==> src/inc/ddr3_init_cfg_pkg.sv <==
// holds the constants and types shared by the mode value and rank config block
// assumes dword configuration accesses and a training engine on the same clock
// Contract
// - mode register one value sits in bits 31:16
// - mode register zero value sits in bits 15:0
// - stored values feed automated mode register writes
// - mode register two value at 74h bits 15:0
// - training uses stored mode two and control words
// - control word two written on command timing change
// - hardware drives bit 21; others pass unchanged
// - control word zero written on inversion change
// - hardware drives bit 16; bits 19:17 unchanged
// - eight bit rank vector, resets to zero
// - two dimms: four ranks per dimm
// - three dimms: two ranks per slot
`default_nettype none
package ddr3_init_cfg_pkg;

   ////////////////////////////////////////////////////////////////////////////
   // register offsets and reset values
   localparam logic [7:0]  MODE01_OFS     = 8'h70;
   localparam logic [7:0]  MODE2_OFS      = 8'h74;
   localparam logic [7:0]  RANK_OFS       = 8'h7C;
   localparam logic [31:0] MODE01_RST     = 32'h0000_0000;
   localparam logic [23:0] MODE2_RST      = 24'h00_0000;
   localparam logic [7:0]  RANK_RST       = 8'h00;

   ////////////////////////////////////////////////////////////////////////////
   // field positions
   localparam int MR1_MSB     = 31;
   localparam int MR1_LSB     = 16;
   localparam int MR0_MSB     = 15;
   localparam int MR0_LSB     = 0;
   localparam int MR2_MSB     = 15;
   localparam int MR2_LSB     = 0;
   localparam int RC2_MSB     = 23;
   localparam int RC2_LSB     = 20;
   localparam int RC2_HW_BIT  = 21;
   localparam int RC0_MSB     = 19;
   localparam int RC0_LSB     = 16;
   localparam int RC0_HW_BIT  = 16;
   localparam int MODE2_W     = 24;
   localparam int RANK_W      = 8;

   ////////////////////////////////////////////////////////////////////////////
   // command encodings
   localparam logic [2:0] MR0_SEL   = 3'h0;
   localparam logic [2:0] MR1_SEL   = 3'h1;
   localparam logic [2:0] MR2_SEL   = 3'h2;
   localparam logic [2:0] RC0_NUM   = 3'h0;
   localparam logic [2:0] RC2_NUM   = 3'h2;

   typedef enum logic [0:0] {
      CMD_MRS = 1'b0,
      CMD_RCW = 1'b1
   } cmd_kind_e;

   typedef enum logic [0:0] {
      ST_IDLE = 1'b0,
      ST_SEND = 1'b1
   } seq_state_e;

   typedef struct packed {
      logic        wr;
      logic        rd;
      logic [7:0]  addr;
      logic [31:0] wdata;
   } cfg_req_s;

   typedef struct packed {
      cmd_kind_e   kind;
      logic [2:0]  rank;
      logic [2:0]  ba;
      logic [15:0] addr;
   } cmd_s;

endpackage
`default_nettype wire

==> src/rank_locate.sv <==
// maps a slot and rank within the slot onto the rank-present vector
// assumes the population mode input is steady while a command is prepared
`timescale 1ns/1ps
`default_nettype none
module rank_locate (
   input  wire logic       i_three_dimm,
   input  wire logic [1:0] i_slot,
   input  wire logic [1:0] i_rank,
   input  wire logic [7:0] i_present,
   output logic      [2:0] o_bit,
   output logic            o_rank_ok,
   output logic            o_slot_ok
);
   logic [3:0] slot_bits;

   always_comb begin
      slot_bits = 4'h0;
      if (i_three_dimm) begin
         // pairs: slot 0 -> 1:0, slot 1 -> 3:2, slot 2 -> 5:4
         o_bit = {i_slot, i_rank[0]};
         if (i_slot != 2'h3) begin
            slot_bits = {2'h0, i_present[{i_slot, 1'b0} +: 2]};
         end
         o_rank_ok = (i_slot != 2'h3) && !i_rank[1] && i_present[o_bit];
      end else begin
         // nibbles: first dimm 3:0, second dimm 7:4
         o_bit = {i_slot[0], i_rank};
         if (!i_slot[1]) begin
            slot_bits = i_present[{i_slot[0], 2'h0} +: 4];
         end
         o_rank_ok = !i_slot[1] && i_present[o_bit];
      end
      o_slot_ok = |slot_bits;
   end
endmodule
`default_nettype wire

==> src/ddr3_init_cfg.sv <==
// mode register init values, registered-dimm control words and rank vector,
// plus the issue path that turns training requests into dram commands
// assumes training requests come from logic on i_clk; command sink on i_clk
`timescale 1ns/1ps
`default_nettype none
module ddr3_init_cfg (
   input  wire logic                         i_clk,
   input  wire logic                         i_nrst,
   input  wire ddr3_init_cfg_pkg::cfg_req_s  i_cfg,
   output logic                       [31:0] o_cfg_rdata,
   output logic                              o_cfg_ack,
   input  wire logic                         i_three_dimm,
   input  wire logic                         i_mrs_req,
   input  wire logic                   [2:0] i_mrs_sel,
   input  wire logic                   [1:0] i_mrs_slot,
   input  wire logic                   [1:0] i_mrs_rank,
   output logic                              o_mrs_busy,
   input  wire logic                         i_inv_change,
   input  wire logic                         i_inv_enable,
   input  wire logic                   [1:0] i_inv_slot,
   input  wire logic                         i_timing_change,
   input  wire logic                         i_timing_3t,
   input  wire logic                   [1:0] i_timing_slot,
   output ddr3_init_cfg_pkg::cmd_s           o_cmd,
   output logic                              o_cmd_valid,
   input  wire logic                         i_cmd_ready,
   output logic                              o_cmd_skip,
   output logic                        [7:0] o_rank_present
);

   ////////////////////////////////////////////////////////////////////////////
   // configuration registers
   logic [31:0] mode01_r, mode01_nxt;
   logic [23:0] mode2_r, mode2_nxt;
   logic [7:0]  rank_r, rank_nxt;
   logic [31:0] rdata_r, rdata_nxt;
   logic        ack_r, ack_nxt;

   function automatic logic [31:0] read_mux(input logic [7:0]  a,
                                            input logic [31:0] m01,
                                            input logic [23:0] m2,
                                            input logic [7:0]  rk);
      logic [31:0] v;
      v = 32'h0000_0000;
      case (a)
         ddr3_init_cfg_pkg::MODE01_OFS: v = m01;
         ddr3_init_cfg_pkg::MODE2_OFS:  v = {8'h00, m2};
         ddr3_init_cfg_pkg::RANK_OFS:   v = {24'h00_0000, rk};
         default:                       v = 32'h0000_0000;
      endcase
      return v;
   endfunction

   always_comb begin
      mode01_nxt = mode01_r;
      mode2_nxt  = mode2_r;
      rank_nxt   = rank_r;
      if (i_cfg.wr) begin
         case (i_cfg.addr)
            ddr3_init_cfg_pkg::MODE01_OFS: mode01_nxt = i_cfg.wdata;
            ddr3_init_cfg_pkg::MODE2_OFS:  mode2_nxt  = i_cfg.wdata[23:0];
            ddr3_init_cfg_pkg::RANK_OFS:   rank_nxt   = i_cfg.wdata[7:0];
            default: ;
         endcase
      end
      // unmapped offsets read zero and ignore writes
      rdata_nxt = i_cfg.rd ? read_mux(i_cfg.addr, mode01_r, mode2_r, rank_r) : rdata_r;
      ack_nxt   = i_cfg.rd | i_cfg.wr;
   end

   always_ff @(posedge i_clk or negedge i_nrst) begin
      if (!i_nrst) begin
         mode01_r <= ddr3_init_cfg_pkg::MODE01_RST;
         mode2_r  <= ddr3_init_cfg_pkg::MODE2_RST;
         rank_r   <= ddr3_init_cfg_pkg::RANK_RST;
         rdata_r  <= 32'h0000_0000;
         ack_r    <= 1'b0;
      end else begin
         mode01_r <= mode01_nxt;
         mode2_r  <= mode2_nxt;
         rank_r   <= rank_nxt;
         rdata_r  <= rdata_nxt;
         ack_r    <= ack_nxt;
      end
   end

   assign o_cfg_rdata    = rdata_r;
   assign o_cfg_ack      = ack_r;
   assign o_rank_present = rank_r;

   ////////////////////////////////////////////////////////////////////////////
   // pending training requests
   logic       rc0_pend_r, rc0_pend_nxt;
   logic       rc2_pend_r, rc2_pend_nxt;
   logic       mrs_pend_r, mrs_pend_nxt;
   logic       inv_en_r, inv_en_nxt;
   logic       t3_r, t3_nxt;
   logic [1:0] rc0_slot_r, rc0_slot_nxt;
   logic [1:0] rc2_slot_r, rc2_slot_nxt;
   logic [2:0] mrs_sel_r, mrs_sel_nxt;
   logic [1:0] mrs_slot_r, mrs_slot_nxt;
   logic [1:0] mrs_rank_r, mrs_rank_nxt;
   logic       rc0_done, rc2_done, mrs_done;

   ////////////////////////////////////////////////////////////////////////////
   // issue sequencer
   ddr3_init_cfg_pkg::seq_state_e state_r, state_nxt;
   ddr3_init_cfg_pkg::cmd_s       cmd_r, cmd_nxt;
   logic                          valid_r, valid_nxt;
   logic                          skip_r, skip_nxt;
   logic [1:0]                    pick_slot;
   logic [1:0]                    pick_rank;
   logic [2:0]                    loc_bit;
   logic                          loc_rank_ok;
   logic                          loc_slot_ok;

   always_comb begin
      // a new inversion or timing event wins over the clear of its own pending flag; a mode request while one is pending is dropped
      rc0_pend_nxt = i_inv_change | (rc0_pend_r & ~rc0_done);
      rc2_pend_nxt = i_timing_change | (rc2_pend_r & ~rc2_done);
      mrs_pend_nxt = (i_mrs_req & ~mrs_pend_r) | (mrs_pend_r & ~mrs_done);
      inv_en_nxt   = i_inv_change ? i_inv_enable : inv_en_r;
      t3_nxt       = i_timing_change ? i_timing_3t : t3_r;
      rc0_slot_nxt = i_inv_change ? i_inv_slot : rc0_slot_r;
      rc2_slot_nxt = i_timing_change ? i_timing_slot : rc2_slot_r;
      mrs_sel_nxt  = (i_mrs_req & ~mrs_pend_r) ? i_mrs_sel : mrs_sel_r;
      mrs_slot_nxt = (i_mrs_req & ~mrs_pend_r) ? i_mrs_slot : mrs_slot_r;
      mrs_rank_nxt = (i_mrs_req & ~mrs_pend_r) ? i_mrs_rank : mrs_rank_r;
   end

   always_ff @(posedge i_clk or negedge i_nrst) begin
      if (!i_nrst) begin
         rc0_pend_r <= 1'b0;
         rc2_pend_r <= 1'b0;
         mrs_pend_r <= 1'b0;
         inv_en_r   <= 1'b0;
         t3_r       <= 1'b0;
         rc0_slot_r <= 2'h0;
         rc2_slot_r <= 2'h0;
         mrs_sel_r  <= 3'h0;
         mrs_slot_r <= 2'h0;
         mrs_rank_r <= 2'h0;
      end else begin
         rc0_pend_r <= rc0_pend_nxt;
         rc2_pend_r <= rc2_pend_nxt;
         mrs_pend_r <= mrs_pend_nxt;
         inv_en_r   <= inv_en_nxt;
         t3_r       <= t3_nxt;
         rc0_slot_r <= rc0_slot_nxt;
         rc2_slot_r <= rc2_slot_nxt;
         mrs_sel_r  <= mrs_sel_nxt;
         mrs_slot_r <= mrs_slot_nxt;
         mrs_rank_r <= mrs_rank_nxt;
      end
   end

   assign o_mrs_busy = mrs_pend_r;

   // control words outrank mode writes: the dimm buffer must track timing first
   always_comb begin
      if (rc0_pend_r) begin
         pick_slot = rc0_slot_r;
         pick_rank = 2'h0;
      end else if (rc2_pend_r) begin
         pick_slot = rc2_slot_r;
         pick_rank = 2'h0;
      end else begin
         pick_slot = mrs_slot_r;
         pick_rank = mrs_rank_r;
      end
   end

   rank_locate u_locate (
      .i_three_dimm (i_three_dimm),
      .i_slot       (pick_slot),
      .i_rank       (pick_rank),
      .i_present    (rank_r),
      .o_bit        (loc_bit),
      .o_rank_ok    (loc_rank_ok),
      .o_slot_ok    (loc_slot_ok)
   );

   always_comb begin
      state_nxt = state_r;
      cmd_nxt   = cmd_r;
      valid_nxt = valid_r;
      skip_nxt  = 1'b0;
      rc0_done  = 1'b0;
      rc2_done  = 1'b0;
      mrs_done  = 1'b0;
      case (state_r)
         ddr3_init_cfg_pkg::ST_IDLE: begin
            if (rc0_pend_r) begin
               rc0_done = ~loc_slot_ok;
               skip_nxt = ~loc_slot_ok;
               cmd_nxt.kind = ddr3_init_cfg_pkg::CMD_RCW;
               cmd_nxt.ba   = ddr3_init_cfg_pkg::RC0_NUM;
               cmd_nxt.rank = loc_bit;
               // stored 19:17 pass through, bit 16 follows inversion state
               cmd_nxt.addr = {12'h000,
                               mode2_r[ddr3_init_cfg_pkg::RC0_MSB:ddr3_init_cfg_pkg::RC0_HW_BIT+1],
                               inv_en_r};
            end else if (rc2_pend_r) begin
               rc2_done = ~loc_slot_ok;
               skip_nxt = ~loc_slot_ok;
               cmd_nxt.kind = ddr3_init_cfg_pkg::CMD_RCW;
               cmd_nxt.ba   = ddr3_init_cfg_pkg::RC2_NUM;
               cmd_nxt.rank = loc_bit;
               cmd_nxt.addr = {12'h000,
                               mode2_r[ddr3_init_cfg_pkg::RC2_MSB:ddr3_init_cfg_pkg::RC2_HW_BIT+1],
                               t3_r,
                               mode2_r[ddr3_init_cfg_pkg::RC2_LSB]};
            end else if (mrs_pend_r) begin
               mrs_done = ~loc_rank_ok;
               skip_nxt = ~loc_rank_ok;
               cmd_nxt.kind = ddr3_init_cfg_pkg::CMD_MRS;
               cmd_nxt.ba   = mrs_sel_r;
               cmd_nxt.rank = loc_bit;
               case (mrs_sel_r)
                  ddr3_init_cfg_pkg::MR0_SEL:
                     cmd_nxt.addr = mode01_r[ddr3_init_cfg_pkg::MR0_MSB:ddr3_init_cfg_pkg::MR0_LSB];
                  ddr3_init_cfg_pkg::MR1_SEL:
                     cmd_nxt.addr = mode01_r[ddr3_init_cfg_pkg::MR1_MSB:ddr3_init_cfg_pkg::MR1_LSB];
                  ddr3_init_cfg_pkg::MR2_SEL:
                     cmd_nxt.addr = mode2_r[ddr3_init_cfg_pkg::MR2_MSB:ddr3_init_cfg_pkg::MR2_LSB];
                  default:
                     cmd_nxt.addr = 16'h0000;
               endcase
            end
            if ((rc0_pend_r | rc2_pend_r) ? loc_slot_ok : (mrs_pend_r & loc_rank_ok)) begin
               valid_nxt = 1'b1;
               state_nxt = ddr3_init_cfg_pkg::ST_SEND;
            end
         end
         ddr3_init_cfg_pkg::ST_SEND: begin
            if (i_cmd_ready) begin
               valid_nxt = 1'b0;
               state_nxt = ddr3_init_cfg_pkg::ST_IDLE;
               if (cmd_r.kind == ddr3_init_cfg_pkg::CMD_MRS) begin
                  mrs_done = 1'b1;
               end else if (cmd_r.ba == ddr3_init_cfg_pkg::RC0_NUM) begin
                  rc0_done = 1'b1;
               end else begin
                  rc2_done = 1'b1;
               end
            end
         end
         default: begin
            state_nxt = ddr3_init_cfg_pkg::ST_IDLE;
            valid_nxt = 1'b0;
         end
      endcase
   end

   always_ff @(posedge i_clk or negedge i_nrst) begin
      if (!i_nrst) begin
         state_r <= ddr3_init_cfg_pkg::ST_IDLE;
         cmd_r   <= '0;
         valid_r <= 1'b0;
         skip_r  <= 1'b0;
      end else begin
         state_r <= state_nxt;
         cmd_r   <= cmd_nxt;
         valid_r <= valid_nxt;
         skip_r  <= skip_nxt;
      end
   end

   assign o_cmd       = cmd_r;
   assign o_cmd_valid = valid_r;
   assign o_cmd_skip  = skip_r;
endmodule
`default_nettype wire

==> config.mk <==
export PLATFORM = sky130hd
export DESIGN_NAME = ddr3_init_cfg
export DESIGN_NICKNAME = d
export VERILOG_FILES = /design/src/inc/ddr3_init_cfg_pkg.sv /design/src/rank_locate.sv /design/src/ddr3_init_cfg.sv
export SDC_FILE = /design/constraint.sdc
export NUM_CORES = 1
export LEC_CHECK = 0
export ABC_AREA = 1
export BUFFER_PORTS_ARGS = -buffer_cell sky130_fd_sc_hd__buf_2
export CAP_MARGIN = 20
export CORE_AREA = 2 2 116 107
export DETAILED_ROUTE_END_ITERATION = 16
export DIE_AREA = 0 0 118 109
export GPL_TIMING_DRIVEN = 0
export PLACE_DENSITY_LB_ADDON = 0.08
export SLEW_MARGIN = 20
export SYNTH_ARGS = -nofsm -noshare
export SYNTH_HDL_FRONTEND = slang
export SYNTH_SLANG_ARGS = --single-unit
==> constraint.sdc <==
create_clock -name i_clk -period 1.8 [get_ports i_clk]
set_clock_uncertainty 0.05 [all_clocks]
set_input_delay 0.09 -clock i_clk [delete_from_list [all_inputs] [get_ports i_clk]]
set_output_delay 0.09 -clock i_clk [all_outputs]
set_load 0.02 [all_outputs]
==> key figures <==
Status
  • Status: finished, final reports clean

Worst setup path
  • Critical path data required time: 2.05 ns
  • Crit Path Max Fanout: 1
  • Crit start category: input pin
  • RR Endpoint: o_cmd[13]
  • Crit. Startpoint: i_inv_enable
  • R2R depth: 6
  • Top cell by count, worst path: dlygate4sd3_1
  • Critical path's largest stage delay: 0.58 ns
  • Crit path arrival time: 2.00 ns
  • Slowest library cell on the worst path: dlygate4sd3_1
  • Buffer and inverter count on the worst path: 4
  • Crit end category: flip-flop
  • Cell family with most CP delay: buffers and inverters
  • Cell breakdown of the critical path: dlygate4sd3_1 -> buf_2 -> nand2_1 -> dlygate4sd3_1 -> nand2_1 -> dlygate4sd3_1
  • RR Startpoint: rc2_pend_r
  • Worst R2R Setup Slack: 0.12 ns
  • CP Class: in -> reg

GRT
  • Grt ovf: 0
  • GRT Total Usage: 31.2%
  • First-pass GRT wire length: 30,400 microns
  • Largest net degree at the start of global routing: 87
  • Vias in the first global route: 6,015
  • Initial antenna violation count: 0

Logic synthesis
  • Area contributors post-synth: dfrtp_1 55%, nand2_1 15%, o21ai_0 7.7%, inv_1 4.7%, a21oi_1 2.6%
  • Top-area cell type share of the netlist area: 55.4%
  • Simple-gate share of the synthesized area: 20.7%
  • Post-Syn Nets: 819
  • Yosys cell types: 33
  • Syn_area_per_cell: 8.29 sq um
  • Largest family of logic cells by synthesized area: simple AND/OR/NAND/NOR gates
  • YS warnings: 0
  • Xor and xnor area share after synthesis: 0%
  • Synthesized cell area: 6270 sq um
  • Yosys reg bits: 139
  • Mapped Cells: 757
  • Mux contribution to synthesized area: 1.38%
  • Synth Area in Compound Gates: 14.8%
  • Cell taking the most area after synthesis: dfrtp_1
  • Adder-cell share of the synthesized area: 0%
  • Seq/Total Area, Yosys: 55.4%

Clocking
  • Clk buf depth: 2
  • Clock Sinks: 139
  • Insertion delay to the later sink of the worst-skew pair: 0.43 ns
  • Cts bufs inserted: 17
  • Clock slew at reported path FFs: 0.06 ns
  • Clock tree from TritonCTS: yes
  • Clock root buffer: clkbuf_16
  • H-tree levels: 4

Floorplan
  • Die width: 118 microns
  • Die area: 12,900 sq um
  • Row cnt: 38
  • Placeable Area: 11,700 sq um
  • Initial Util: 53.4%
  • Io pins: 129
  • Die height: 109 microns

Place
  • Dpl cell area: 7150 sq um
  • Buffers added on ports: 128
  • DPL Wire Length: 12,700 microns
  • Gpl congestion: 0.904

Final layout
  • Share of layout cells above drive strength 1: 21.2%
  • Final #Nets: 1,033
  • Area grow syn2layout: 34.5%
  • Post-route design area: 8440 sq um
  • Post-Route Utilization: 71.8%
  • # fillers: 912
  • Inserted Diodes: 0

Route
  • WL final: 19,100 microns
  • Vias per inst: 5.29
  • WL per Instance: 16.7 microns
  • DRC Markers: 0
  • First drt pass iteration count: 7
  • Drt initial violations: 525
  • Vias: 6,047
  • Routed Antenna Nets: 0

Timing
  • Slew margin rel.: 61.9%
  • Endpoints failing setup: 0
  • Final Hold Viols: 0
  • Achievable Freq: 0.572 GHz
  • Hold WS: 0.0340 ns
  • Slew Viols, Final: 0
  • Period Utilization, post-route: 97.2%
  • Worst Tran Pin Value: 0.571 ns
  • Fin crit period: 1.75 ns

Flow run
  • Max-Cap Viols: 0

Power and ir drop
  • Max IR drop VDD: 0.866 mV
  • Power density cells: 1080 nW/um^2
  • Leakage: 0.00434 uW

Worst hold path
  • Worst min-delay path class: in -> reg
  • Hold Path Origin: i_cfg[40]
  • Hold Path Depth: 3
  • Hold Path Sink: o_cfg_rdata[0]
==> layer usage <==
layer | vias to the layer above | track usage [%] | part of all wire (%)
met1 | 2877 | 40.8 | 42
met4 | 0 | 13.8 | 2.3
met3 | 35 | 5.49 | 7.1
met5 | - | 0 | 0
li1 | 2859 | - | -
met2 | 276 | 52.0 | 49
==> layout by cell type, fill, tap and decap left out, drive strengths merged <==
cell,netlist,layout
nor3,3,3
bufinv,0,2
inv,83,83
o211ai,5,5
dlymetal6s4s,0,1
clkinvlp,0,1
a21oi,32,32
clkbuf,17,42
o31ai,5,5
clkinv,1,4
nor2,31,31
a31oi,1,1
mux2,7,7
a22o,1,1
nor3b,1,1
or2,2,2
nand2,263,263
buf,14,147
dlygate4sd3,0,62
a221oi,7,7
o21ai,115,115
nand3,21,21
nand4,2,2
dfrtp,139,139
o22ai,7,7
==> registers in the layout, summed over array words and instances, names as in the netlist <==
name            cells
mrs_slot_r          2
rc2_pend_r          1
mrs_sel_r           3
t3_r                1
o_cfg_rdata        32
mrs_rank_r          2
rc2_slot_r          2
mode01_r           32
o_cmd              23
o_cfg_ack           1
rc0_pend_r          1
o_mrs_busy          1
o_cmd_valid         1
inv_en_r            1
o_rank_present      8
state_r             1
o_cmd_skip          1
rc0_slot_r          2
mode2_r            24
==> cells by family after synthesis <==
| family | after synthesis |
|---|---|
| buffers and inverters | 115 |
| AO/OA/AOI/OAI | 173 |
| multiplexers | 7 |
| flip-flops | 139 |
| AND/OR/NAND/NOR | 323 |
==> where the power goes <==
| part | switching (uW) | internal [uW] |
|---|---|---|
| registers | 219 | 3420 |
| clock network | 1310 | 2150 |
| logic | 1290 | 703 |
==> layout make-up <==
| type | count | area, sq um | area share [%] |
|---|---|---|---|
| clock buffers | 26 | 489 | 5.80 |
| inverters | 84 | 319 | 3.78 |
| repair buffers | 195 | 1340 | 15.8 |
| multi-input cells | 503 | 2350 | 27.9 |
| plain buffers | 31 | 174 | 2.06 |
| clock inverters | 6 | 86.3 | 1.02 |
| well taps | 160 | 200 | 2.37 |
| flip-flops and latches | 139 | 3480 | 41.2 |
==> stage by stage <==
step	total power [uW]	instances	setup slack [ns]	setup TNS, ns
after floorplan	4760	757	0.301	0
after global placement	5360	1045	-1.25	-173.35
after detailed placement	5410	1046	-0.121	-1.14
after CTS	8990	1142	0.00174	0
after global routing	9480	1144	-0.00729	-0.0165
final	9090	1144	0.0507	0
==> synth_stat cells <==
cell,instances
nor2_1,28
mux2_4,2
a221oi_1,7
nor2_2,2
or2_2,1
inv_1,79
clkinv_1,1
a22o_1,1
dfrtp_1,139
buf_2,6
nand3_1,19
clkbuf_1,17
nor2_4,1
a21oi_1,32
inv_2,4
o22ai_1,7
buf_4,4
a31oi_1,1
o211ai_1,5
or2_4,1
nand2_1,259
nand3_2,2
buf_6,3
nor3b_2,1
o21ai_1,19
o31ai_1,5
nand4_1,2
buf_1,1
nor3_2,1
nor3_1,2
nand2_2,4
mux2_2,5
o21ai_0,96
==> worst min-delay path: cells and delay by family <==
| kind | cells | cell delay, ns |
|---|---|---|
| AOI/OAI and AO/OA | 1 | 0.19 |
| buffers and inverters | 2 | 0.19 |
==> repair_timing <==
item | CTS | global route
buffers inserted | 0 | 4
endpoints found under the hold margin | 170 | 0
pin swaps | 0 | 1
hold buffers | 64 | 0
endpoints found under the setup margin | 14 | 28
resized for setup | 6 | 21
==> how the worst max path moves through the flow <==
stage	endpoint	slack (ns)	cells past startpoint
finish	inv_en_r	0.05	6
global route	rc2_pend_r	-0.007	11
CTS	o_cmd[9]	0.002	6
detailed placement	o_cmd[13]	-0.12	6
global placement	mrs_slot_r[1]	-1.25	1
floorplan	rc2_pend_r	0.30	11
Power figures use the tool's default switching activity.
